File: config.mk
export PLATFORM = sky130hd
export DESIGN_NAME = dwt_top
export DESIGN_NICKNAME = d
export VERILOG_FILES = /design/src/design/dwt_pkg.sv /design/src/design/dwt_top.sv
export SDC_FILE = /design/constraint.sdc
export NUM_CORES = 1
export LEC_CHECK = 0
export BUFFER_PORTS_ARGS = -buffer_cell sky130_fd_sc_hd__buf_2
export CORE_MARGIN = 1.5
export CORE_UTILIZATION = 40
export DETAILED_ROUTE_END_ITERATION = 6
export PLACE_DENSITY = 0.66
export SLEW_MARGIN = 25
export SYNTH_ARGS = -nofsm -noshare
export SYNTH_HDL_FRONTEND = slang
export SYNTH_SLANG_ARGS = --single-unit
export TNS_END_PERCENT = 100
File: constraint.sdc
create_clock -name CORE_CLK -period 11.81 [get_ports CORE_CLK]
set_clock_uncertainty 0.15 [all_clocks]
set_input_delay 2.362 -clock CORE_CLK [delete_from_list [all_inputs] [get_ports CORE_CLK]]
set_output_delay 2.362 -clock CORE_CLK [all_outputs]
set_load 0.03 [all_outputs]
File: src/design/dwt_pkg.sv
// Package for the two-channel converter control block: register map, fields, types
package dwt_pkg;
    localparam int NUM_CH = 2;
    localparam int ADDR_W = 16;
    localparam int DATA_W = 32;
    localparam int CODE_W = 10;
    localparam int NUM_TIMERS = 6;
    localparam int CH_SEL_BIT = 12;
    localparam int PHASE_W = 11;
    localparam int HOLD_CNT_W = 6;

    // Register offsets within one channel block
    localparam logic [7:0] OFS_CONV_CONTROL = 8'h00;
    localparam logic [7:0] OFS_CONV_DATA = 8'h04;
    localparam logic [7:0] OFS_WAVE_CONTROL = 8'h08;
    localparam logic [7:0] OFS_WAVE_TRIGGER_COMMAND = 8'h0c;
    localparam logic [7:0] OFS_HOLD_TIME_ADJUST = 8'h10;

    // Field positions
    localparam int CTRL_DRIVE_BIT = 0;
    localparam int CTRL_REF_BIT = 1;
    localparam int DATA_CODE_LSB = 6;
    localparam int WAVE_MODE_LSB = 0;
    localparam int WAVE_DMA_BIT = 7;
    localparam int WAVE_TEN_BIT = 8;
    localparam int WAVE_TSEL_LSB = 9;
    localparam int WAVE_AMP_LSB = 16;
    localparam int WAVE_OFFSET_LSB = 18;
    localparam int TRIG_SW_BIT = 0;
    localparam int TRIG_CLEAR_BIT = 15;
    localparam int HOLD_PRE_LSB = 0;
    localparam int HOLD_POST_LSB = 4;

    // Reset values
    localparam logic [3:0] HOLD_POST_RST = 4'h8;
    localparam logic [3:0] HOLD_PRE_RST = 4'h1;
    localparam logic [9:0] LFSR_SEED = 10'h001;

    // Waveform arithmetic
    localparam logic [9:0] CODE_MAX = 10'h3ff;
    localparam logic [10:0] SINE_MID = 11'h200;
    localparam logic [2:0] OFFSET_RESERVED = 3'h7;
    localparam logic [2:0] OFFSET_MAX = 3'h6;

    // Output hold strobe: clock cycles per unit of the adjust fields
    localparam logic [2:0] HOLD_UNIT_CYCLES = 3'h2;

    typedef enum logic [1:0] {
        WAVE_NONE = 2'h0,
        WAVE_TRIANGLE = 2'h1,
        WAVE_NOISE = 2'h2,
        WAVE_SINE = 2'h3
    } dwt_wave_mode_t;

    typedef enum logic [1:0] {
        AMP_FULL = 2'h0,
        AMP_HALF = 2'h1,
        AMP_QUARTER = 2'h2,
        AMP_RESERVED = 2'h3
    } dwt_amp_t;

    localparam logic [2:0] TSEL_SOFTWARE = 3'h0;
    localparam logic [2:0] TSEL_EXTERNAL = 3'h1;
    localparam logic [2:0] TSEL_TIMER_BASE = 3'h2;

    typedef struct packed {
        logic [2:0] offset;
        dwt_amp_t amplitude_select;
        logic [2:0] trigger_source_select;
        logic trigger_function_enable;
        logic dma_request_enable;
        dwt_wave_mode_t mode;
    } dwt_wave_cfg_t;

    typedef struct packed {
        logic analog_drive_enable;
        logic reference_connect;
        logic output_hold_strobe;
        logic [CODE_W-1:0] code;
    } dwt_analog_t;
endpackage

File: src/design/dwt_top.sv
// Two-channel converter control: registers, trigger gating, waveform generator, hold strobe
//
// Operation
// - Two independent channels, each with own register block and 10-bit code.
// - Control bit 1 connects the high reference; cleared at reset.
// - Control bit 0 drives the output; cleared means stopped, high impedance.
// - Data register holds the 10-bit code in bits 15-6; rest reads zero.
// - Analog output changes only on a trigger event or a clear command.
// - Wave bits 20-18 pick offset in eighths; 111 reserved.
// - Wave bits 17-16 pick amplitude full, half, quarter; 11 reserved.
// - Wave bits 11-9 pick software, external pin or six timer events.
// - Wave bit 8 enables the trigger function.
// - Wave bit 7 lets DMA write the code, interlocked to triggers.
// - Wave bits 1-0 select none, triangle, noise or sine.
// - Writing one to command bit 15 clears output and generator.
// - Command bit 0 fires one software trigger, only while triggers are enabled with the software source selected.
// - Hold bits 7-4 are the post adjust, reset 1000, never zero.
// - Hold bits 3-0 are the pre adjust, reset 0001, never zero.
// - With generation on, each trigger makes one table step and update.
// - Sine and triangle span offset eighths up to offset plus amplitude.
// - Sine period is 2048 steps.
// - Triangle step count depends on amplitude.
// - Triangle period is 2046, 1022 or 510 steps by amplitude.
// - Noise is white with a 1023 step period.
//
// Design decisions made here: the strobed register port and the register addresses.
module dwt_top (
    input wire logic CORE_CLK,
    input wire logic RST_N,
    input wire logic [dwt_pkg::ADDR_W-1:0] REG_ADDR,
    input wire logic [dwt_pkg::DATA_W-1:0] REG_WDATA,
    input wire logic REG_WR,
    input wire logic REG_RD,
    output logic [dwt_pkg::DATA_W-1:0] REG_RDATA,
    input wire logic [dwt_pkg::NUM_CH-1:0] DMA_WR,
    input wire logic [dwt_pkg::DATA_W-1:0] DMA_WDATA,
    output logic [dwt_pkg::NUM_CH-1:0] DMA_REQ,
    input wire logic EXT_TRIG,
    input wire logic [dwt_pkg::NUM_TIMERS-1:0] TIMER_MATCH,
    output dwt_pkg::dwt_analog_t [dwt_pkg::NUM_CH-1:0] ANALOG
);
    import dwt_pkg::*;

    // Register state per channel
    logic ctrl_drive_r [NUM_CH];
    logic ctrl_ref_r [NUM_CH];
    logic [CODE_W-1:0] code_r [NUM_CH];
    dwt_wave_cfg_t wave_r [NUM_CH];
    logic [3:0] hold_post_r [NUM_CH];
    logic [3:0] hold_pre_r [NUM_CH];

    // Generator and output state
    logic [CODE_W-1:0] out_code_r [NUM_CH];
    logic [PHASE_W-1:0] phase_r [NUM_CH];
    logic [CODE_W-1:0] tri_r [NUM_CH];
    logic tri_down_r [NUM_CH];
    logic [CODE_W-1:0] lfsr_r [NUM_CH];
    logic [HOLD_CNT_W-1:0] hold_cnt_r [NUM_CH];
    logic [HOLD_CNT_W-1:0] hold_cnt_nxt [NUM_CH];
    logic strobe_r [NUM_CH];
    logic [NUM_CH-1:0] dma_req_r;
    logic [DATA_W-1:0] rdata_r;

    // Trigger inputs
    logic ext_meta_r;
    logic ext_sync_r;
    logic ext_prev_r;
    logic [NUM_TIMERS-1:0] timer_prev_r;
    logic ext_rise;
    logic [NUM_TIMERS-1:0] timer_rise;

    // Decode
    logic addr_ok;
    logic [7:0] reg_ofs;
    logic [NUM_CH-1:0] ch_hit;
    logic [NUM_CH-1:0] wr_ctrl;
    logic [NUM_CH-1:0] wr_data;
    logic [NUM_CH-1:0] wr_wave;
    logic [NUM_CH-1:0] wr_hold;
    logic [NUM_CH-1:0] clr_cmd;
    logic [NUM_CH-1:0] sw_pulse;
    logic [NUM_CH-1:0] trig_hit;
    logic [CODE_W-1:0] gen_code [NUM_CH];
    logic [CODE_W-1:0] tri_top [NUM_CH];

    function automatic logic [1:0] dwt_amp_shift(input dwt_amp_t amp);
        case (amp)
            AMP_FULL: dwt_amp_shift = 2'h0;
            AMP_HALF: dwt_amp_shift = 2'h1;
            default: dwt_amp_shift = 2'h2;
        endcase
    endfunction

    // Parabolic half-wave approximation, 2048-point phase
    function automatic logic [CODE_W-1:0] dwt_sine(input logic [PHASE_W-1:0] ph);
        logic [9:0] h;
        logic [19:0] prod;
        logic [10:0] half;
        logic [10:0] val;
        h = ph[9:0];
        prod = h * (10'h3ff - h);
        half = {2'h0, prod[17:9]};
        val = ph[10] ? (SINE_MID - half) : (SINE_MID + half);
        dwt_sine = val[CODE_W-1:0];
    endfunction

    // Lifts a span value by the offset in eighths of full scale, clamped to full scale
    function automatic logic [CODE_W-1:0] dwt_place(input logic [CODE_W-1:0] span, input logic [2:0] ofs);
        logic [2:0] o;
        logic [11:0] sum;
        o = (ofs == OFFSET_RESERVED) ? OFFSET_MAX : ofs;
        sum = {2'h0, span} + {2'h0, o, 7'h00};
        dwt_place = (sum > {2'h0, CODE_MAX}) ? CODE_MAX : sum[CODE_W-1:0];
    endfunction

    assign addr_ok = (REG_ADDR[ADDR_W-1:CH_SEL_BIT+1] == '0) && (REG_ADDR[CH_SEL_BIT-1:8] == '0);
    assign reg_ofs = REG_ADDR[7:0];
    assign ext_rise = ext_sync_r & ~ext_prev_r;
    assign timer_rise = TIMER_MATCH & ~timer_prev_r;

    always_comb begin
        for (int c = 0; c < NUM_CH; c++) begin
            logic [1:0] sh;
            logic [2:0] tidx;
            logic src;
            src = 1'b0;
            sh = dwt_amp_shift(wave_r[c].amplitude_select);
            tidx = wave_r[c].trigger_source_select - TSEL_TIMER_BASE;
            ch_hit[c] = addr_ok && (REG_ADDR[CH_SEL_BIT] == 1'(c));
            wr_ctrl[c] = REG_WR && ch_hit[c] && (reg_ofs == OFS_CONV_CONTROL);
            wr_data[c] = REG_WR && ch_hit[c] && (reg_ofs == OFS_CONV_DATA);
            wr_wave[c] = REG_WR && ch_hit[c] && (reg_ofs == OFS_WAVE_CONTROL);
            wr_hold[c] = REG_WR && ch_hit[c] && (reg_ofs == OFS_HOLD_TIME_ADJUST);
            clr_cmd[c] = REG_WR && ch_hit[c] && (reg_ofs == OFS_WAVE_TRIGGER_COMMAND)
                && REG_WDATA[TRIG_CLEAR_BIT];
            sw_pulse[c] = REG_WR && ch_hit[c] && (reg_ofs == OFS_WAVE_TRIGGER_COMMAND)
                && REG_WDATA[TRIG_SW_BIT] && wave_r[c].trigger_function_enable
                && (wave_r[c].trigger_source_select == TSEL_SOFTWARE);
            if (wave_r[c].trigger_source_select == TSEL_SOFTWARE) begin
                src = sw_pulse[c];
            end else if (wave_r[c].trigger_source_select == TSEL_EXTERNAL) begin
                src = ext_rise;
            end else begin
                src = timer_rise[tidx];
            end
            trig_hit[c] = wave_r[c].trigger_function_enable && src && !clr_cmd[c];
            tri_top[c] = CODE_MAX >> sh;
            case (wave_r[c].mode)
                WAVE_TRIANGLE: gen_code[c] = dwt_place(tri_r[c], wave_r[c].offset);
                WAVE_SINE: gen_code[c] = dwt_place(dwt_sine(phase_r[c]) >> sh, wave_r[c].offset);
                WAVE_NOISE: gen_code[c] = lfsr_r[c];
                default: gen_code[c] = code_r[c];
            endcase
            if (trig_hit[c]) begin
                hold_cnt_nxt[c] = HOLD_CNT_W'(HOLD_UNIT_CYCLES * ({1'b0, hold_pre_r[c]} + {1'b0, hold_post_r[c]}));
            end else if (hold_cnt_r[c] != '0) begin
                hold_cnt_nxt[c] = hold_cnt_r[c] - 1'b1;
            end else begin
                hold_cnt_nxt[c] = '0;
            end
        end
    end

    // Trigger pin synchroniser and edge history
    always_ff @(posedge CORE_CLK) begin
        if (!RST_N) begin
            ext_meta_r <= 1'b0;
            ext_sync_r <= 1'b0;
            ext_prev_r <= 1'b0;
            timer_prev_r <= '0;
        end else begin
            ext_meta_r <= EXT_TRIG;
            ext_sync_r <= ext_meta_r;
            ext_prev_r <= ext_sync_r;
            timer_prev_r <= TIMER_MATCH;
        end
    end

    // Software-visible configuration
    always_ff @(posedge CORE_CLK) begin
        for (int c = 0; c < NUM_CH; c++) begin
            if (!RST_N) begin
                ctrl_drive_r[c] <= 1'b0;
                ctrl_ref_r[c] <= 1'b0;
                code_r[c] <= '0;
                wave_r[c] <= '0;
                hold_post_r[c] <= HOLD_POST_RST;
                hold_pre_r[c] <= HOLD_PRE_RST;
            end else begin
                if (wr_ctrl[c]) begin
                    ctrl_drive_r[c] <= REG_WDATA[CTRL_DRIVE_BIT];
                    ctrl_ref_r[c] <= REG_WDATA[CTRL_REF_BIT];
                end
                if (wr_data[c]) begin
                    code_r[c] <= REG_WDATA[DATA_CODE_LSB +: CODE_W];
                end else if (DMA_WR[c] && wave_r[c].dma_request_enable) begin
                    code_r[c] <= DMA_WDATA[DATA_CODE_LSB +: CODE_W];
                end
                if (wr_wave[c]) begin
                    wave_r[c].offset <= REG_WDATA[WAVE_OFFSET_LSB +: 3];
                    wave_r[c].amplitude_select <= dwt_amp_t'(REG_WDATA[WAVE_AMP_LSB +: 2]);
                    wave_r[c].trigger_source_select <= REG_WDATA[WAVE_TSEL_LSB +: 3];
                    wave_r[c].trigger_function_enable <= REG_WDATA[WAVE_TEN_BIT];
                    wave_r[c].dma_request_enable <= REG_WDATA[WAVE_DMA_BIT];
                    wave_r[c].mode <= dwt_wave_mode_t'(REG_WDATA[WAVE_MODE_LSB +: 2]);
                end
                if (wr_hold[c]) begin
                    // A zero code is kept out so the strobe never collapses
                    if (REG_WDATA[HOLD_POST_LSB +: 4] != 4'h0) begin
                        hold_post_r[c] <= REG_WDATA[HOLD_POST_LSB +: 4];
                    end
                    if (REG_WDATA[HOLD_PRE_LSB +: 4] != 4'h0) begin
                        hold_pre_r[c] <= REG_WDATA[HOLD_PRE_LSB +: 4];
                    end
                end
            end
        end
    end

    // Output buffer and waveform generator
    always_ff @(posedge CORE_CLK) begin
        for (int c = 0; c < NUM_CH; c++) begin
            if (!RST_N) begin
                out_code_r[c] <= '0;
                phase_r[c] <= '0;
                tri_r[c] <= '0;
                tri_down_r[c] <= 1'b0;
                lfsr_r[c] <= LFSR_SEED;
            end else if (clr_cmd[c]) begin
                out_code_r[c] <= '0;
                phase_r[c] <= '0;
                tri_r[c] <= '0;
                tri_down_r[c] <= 1'b0;
                lfsr_r[c] <= LFSR_SEED;
            end else if (trig_hit[c]) begin
                out_code_r[c] <= gen_code[c];
                case (wave_r[c].mode)
                    WAVE_SINE: phase_r[c] <= phase_r[c] + 1'b1;
                    WAVE_TRIANGLE: begin
                        if (!tri_down_r[c]) begin
                            if (tri_r[c] >= tri_top[c]) begin
                                tri_down_r[c] <= 1'b1;
                                tri_r[c] <= tri_r[c] - 1'b1;
                            end else begin
                                tri_r[c] <= tri_r[c] + 1'b1;
                            end
                        end else if (tri_r[c] == '0) begin
                            tri_down_r[c] <= 1'b0;
                            tri_r[c] <= tri_r[c] + 1'b1;
                        end else if (tri_r[c] > tri_top[c]) begin
                            tri_r[c] <= tri_top[c];
                        end else begin
                            tri_r[c] <= tri_r[c] - 1'b1;
                        end
                    end
                    WAVE_NOISE: lfsr_r[c] <= {lfsr_r[c][8:0], lfsr_r[c][9] ^ lfsr_r[c][6]};
                    default: phase_r[c] <= phase_r[c];
                endcase
            end
        end
    end

    // Output hold strobe and DMA request
    always_ff @(posedge CORE_CLK) begin
        for (int c = 0; c < NUM_CH; c++) begin
            if (!RST_N) begin
                hold_cnt_r[c] <= '0;
                strobe_r[c] <= 1'b0;
                dma_req_r[c] <= 1'b0;
            end else begin
                hold_cnt_r[c] <= hold_cnt_nxt[c];
                strobe_r[c] <= (hold_cnt_nxt[c] != '0);
                dma_req_r[c] <= trig_hit[c] && wave_r[c].dma_request_enable;
            end
        end
    end

    // Read port: data stand only in the cycle after the strobe
    always_ff @(posedge CORE_CLK) begin
        if (!RST_N) begin
            rdata_r <= '0;
        end else begin
            rdata_r <= '0;
            for (int c = 0; c < NUM_CH; c++) begin
                if (REG_RD && ch_hit[c]) begin
                    case (reg_ofs)
                        OFS_CONV_CONTROL: begin
                            rdata_r[CTRL_DRIVE_BIT] <= ctrl_drive_r[c];
                            rdata_r[CTRL_REF_BIT] <= ctrl_ref_r[c];
                        end
                        OFS_CONV_DATA: rdata_r[DATA_CODE_LSB +: CODE_W] <= code_r[c];
                        OFS_WAVE_CONTROL: begin
                            rdata_r[WAVE_OFFSET_LSB +: 3] <= wave_r[c].offset;
                            rdata_r[WAVE_AMP_LSB +: 2] <= wave_r[c].amplitude_select;
                            rdata_r[WAVE_TSEL_LSB +: 3] <= wave_r[c].trigger_source_select;
                            rdata_r[WAVE_TEN_BIT] <= wave_r[c].trigger_function_enable;
                            rdata_r[WAVE_DMA_BIT] <= wave_r[c].dma_request_enable;
                            rdata_r[WAVE_MODE_LSB +: 2] <= wave_r[c].mode;
                        end
                        OFS_HOLD_TIME_ADJUST: begin
                            rdata_r[HOLD_POST_LSB +: 4] <= hold_post_r[c];
                            rdata_r[HOLD_PRE_LSB +: 4] <= hold_pre_r[c];
                        end
                        default: rdata_r <= '0;
                    endcase
                end
            end
        end
    end

    assign REG_RDATA = rdata_r;
    assign DMA_REQ = dma_req_r;

    always_comb begin
        for (int c = 0; c < NUM_CH; c++) begin
            ANALOG[c].analog_drive_enable = ctrl_drive_r[c];
            ANALOG[c].reference_connect = ctrl_ref_r[c];
            ANALOG[c].output_hold_strobe = strobe_r[c];
            ANALOG[c].code = out_code_r[c];
        end
    end
endmodule

==> results.md <==
* Status: completed
* Worst Tran Pin Value at 0.863 ns
* Vias in the first global route at ~14,000
* Max clock buf depth at 2
* Worst skew pair latency at ~0.44 ns
* Global-route wire length before repair at just over 70,000 µm
* Setup TNS at 0 ns
* Count of input and output buffers at about 110
* Routability Congestion at 0.896
* Clock transition at path regs at 0.07 ns
* Final antenna diode count at 0
* Die height at about 210 µm
* Clock power share at 19.9%
* Setup CP Type: reg -> reg
* Slew Viols, Final at 0
* Filler cells at ~4,200
* RSZ-0062 raised after global routing: no
* Flop pwr share at around 28%
* Compound-gate portion of the synthesized area at 13.7%
* Gr ovfl total at 0
* Final-report setup violation count at 0
* Tcrit/Tclk final at 74.5%
* CP Launch Type: flop
* Tot GR Track Use at 20.2%
* VDD IR max at ~0.12 mV
* CTS buffer count at 17
* Clock sinks at 194
* Slew HR at roughly two fifths
* Synth Area in Simple Gates at 17.7%
* Drt first-iter violations at 993
* DPL Wire Length at 34,400 µm
* Net Sw Power at 1.27 mW
* Share of cells above drive strength 1 at 8.91%
* Number of synthesized flops with an enable pin at 145
* Post-route ant nets at 0
* Yosys Warn Count at 0
* Max cap viols at 0
* Die area at between 0.04 and 0.05 mm²
* Overall routed net length at 44,500 µm
* XOR/XNOR Fraction of Synth Area at between 4 and 5%
* Critical Path Sink Type: flop
* Worst setup margin at 3.01 ns
* Post-CTS setup buffer count at 0
* Switching Share at 41.9%
* Fmax at 114 MHz
* Crit. Startpoint: phase_r[1][2]$_SDFFCE_PN0P_
* Final hold vios at 0
* Int Power at around 1.8 mW
* Die X at ~210 µm
* WHS at 0.287 ns
* Most common cell after layout, fill and taps aside: inv_1
* Initial Util at 40.6%
* DR pass1 iterations at 5
* Largest net degree at the start of global routing at 38
* Vias post-DR at 13,900
* Data required, critical path at 11.83 ns
* Post-cts repair resize count at 0
* CP max FO at 13
* Yosys reg bits at 194
* Logic pwr share at between 50% and 60%
* Post-Place Setup Slack at 3.08 ns
* Mapped Area at around 0.018 mm²
* Top_reg_cell synth: edfxtp_1
* # IOs at 153
* Main combinational cell family by area after synthesis: adder cells
* Synth unique cells at 89
* Hold buffer count at CTS at 0
* P per Cell Area at 159 mW/mm²
* Arrival time at the worst endpoint at 8.82 ns
* # rows at between 70 and 80
* Ys async rst share at 0%
* CTS tree: built
* Syn avg cell area at 9.15 µm²
* Most frequent cells in the layout: inv_1 (235), nor2_1 (224), ha_1 (172), edfxtp_1 (145), nand2_1 (127)
* Drt drc at 0
* Worst hold start: ext_meta_r$_SDFF_PN0_
* Adder-Cell Fraction of Synth Area at approximately a quarter
* Worst r2r src: phase_r[1][2]$_SDFFCE_PN0P_
* HP Class: reg -> reg
* P_leak at ~8.5 nW
* Layout area overhead at 8.61%
* CTS Root Cell: clkbuf_16
* Fin crit period at roughly 8.8 ns
* Routed WL per cell at 17.4 µm
* Mux cell area share after synthesis at 1.25%
* Initial antenna violation count at 4
* Core box area at 0.0432 mm²
* Routed vias/inst at 5.45
* Layout Utilization at approximately 44%
* Post-layout net count at 2,327
* Cells after synthesis at 1,918
* Share of the yosys chip area belonging to registers at between 30% and 40%
* H-tree Lvls at 4
==> routing by layer <==
layer | GRT usage, % | share of wire (%)
met1 | 26.7 | 44
met5 | 0 | 0.11
met3 | 2.63 | 5.5
met2 | 33.9 | 48
met4 | 7.29 | 2.9
==> registers in the layout (all words and copies together), names as in the netlist <==
| name | flops |
|---|---|
| hold_cnt_r | 12 |
| ctrl_drive_r | 2 |
| wave_r | 24 |
| hold_post_r | 8 |
| ctrl_ref_r | 2 |
| ext_meta_r | 1 |
| REG_RDATA | 21 |
| tri_down_r | 2 |
| lfsr_r | 20 |
| code_r | 20 |
| ext_sync_r | 1 |
| strobe_r | 2 |
| out_code_r | 20 |
| tri_r | 20 |
| phase_r | 22 |
| ext_prev_r | 1 |
| hold_pre_r | 8 |
| timer_prev_r | 6 |
| DMA_REQ | 2 |
==> area by class of cell <==
class	count	area (µm²)	share of cell area, %
clock buffer	26	544	2.86
clock inverter	6	65.1	0.341
inverter	247	927	4.87
multi-input combinational	1374	10800	56.9
sequential	194	5340	28.0
tap	585	732	3.84
timing repair buffer	118	616	3.23
==> per-stage QoR <==
stage / instance area (µm²) / instances / power, mW
after global routing: 19100 / 2550 / 3.28
after global placement: 18400 / 2518 / 2.36
after floorplan: 17600 / 1928 / 2.07
final: 19100 / 2550 / 3.03
after detailed placement: 18400 / 2518 / 2.41
after CTS: 19100 / 2550 / 3.03
==> cell families (layout without fill, tap and decap cells) <==
kind of cell	Yosys count	after routing
buffers and inverters	360	397
muxes	20	20
xor gates and xnor gates	81	81
and+or+nand+nor	635	635
AOI/OAI and AO/OA	345	345
DFF	194	194
other	1	11
adders and majority gates	282	282
==> critical path, stage by stage, from the launching register on <==
cell and delay (ns):
edfxtp_1 0.71, clkinv_1 0.48, nand2_1 0.19, fa_1 0.43
inv_1 0.09, fa_1 0.43, fa_1 0.49, fa_1 0.56
inv_1 0.06, fa_1 0.55, inv_1 0.06, ha_1 0.38
and3_1 0.22, a311o_2 0.43, a31oi_4 0.22, xnor2_2 0.12
or4_4 0.55, o31ai_2 0.25, xnor2_1 0.15, mux2_4 0.29
nor2_1 0.09, ha_1 0.24, a21o_1 0.18, a21oi_1 0.58
o21ai_0 0.23, a21oi_1 0.16, o21ai_0 0.09, nor3b_1 0.14
==> cell usage after synthesis (6+ instances only) <==
| library cell | count | area (µm²) |
|---|---|---|
| o221ai_1 | 6 | 52.6 |
| a41oi_1 | 6 | 52.6 |
| nor2_1 | 225 | 845 |
| o21ai_0 | 68 | 340 |
| clkinv_1 | 9 | 33.8 |
| nand3b_1 | 11 | 82.6 |
| nor3_1 | 31 | 155 |
| a221oi_1 | 14 | 123 |
| nand3_1 | 39 | 195 |
| o22a_1 | 11 | 96.3 |
| a31oi_1 | 10 | 62.6 |
| a222oi_1 | 6 | 60.1 |
| ha_1 | 172 | 2150 |
| buf_4 | 17 | 128 |
| nand4_1 | 8 | 50.1 |
| nor2b_1 | 40 | 250 |
| o21a_1 | 9 | 67.6 |
| a211oi_1 | 17 | 128 |
| a22oi_1 | 21 | 158 |
| xnor2_1 | 55 | 482 |
| a211o_1 | 6 | 52.6 |
| nor3b_1 | 7 | 52.6 |
| inv_1 | 235 | 882 |
| o211ai_1 | 6 | 45.0 |
| nand2b_1 | 18 | 113 |
| nand2_1 | 127 | 477 |
| o31ai_1 | 8 | 60.1 |
| or3_1 | 17 | 106 |
| fa_1 | 110 | 2200 |
| a22o_1 | 11 | 96.3 |
| a21o_1 | 12 | 90.1 |
| a21oi_1 | 75 | 375 |
| dfxtp_1 | 49 | 981 |
| edfxtp_1 | 145 | 4350 |
| and2_1 | 56 | 350 |
| xor2_1 | 25 | 219 |
| o22ai_1 | 9 | 56.3 |
| clkbuf_1 | 91 | 342 |
| mux2i_1 | 17 | 170 |
| and3_1 | 31 | 194 |
==> power by group through the flow <==
stage	clock network, mW	logic (mW)	registers (mW)
CTS	0.609	1.57	0.845
detailed placement	0	1.55	0.859
finish	0.603	1.58	0.846
floorplan	0	1.23	0.839
global route	0.636	1.79	0.852
global placement	0	1.50	0.857
==> final timing paths <==
kind	end	slack, ns	cells past startpoint
setup reg to reg	out_code_r[1][4]$_SDFFCE_PN0P_	3.01	27
setup / recovery	out_code_r[1][4]$_SDFFCE_PN0P_	3.01	27
hold reg to reg	ext_sync_r$_SDFF_PN0_	0.29	1
hold / removal	ext_sync_r$_SDFF_PN0_	0.29	1
No activity file was read; power rests on OpenSTA's default activity.
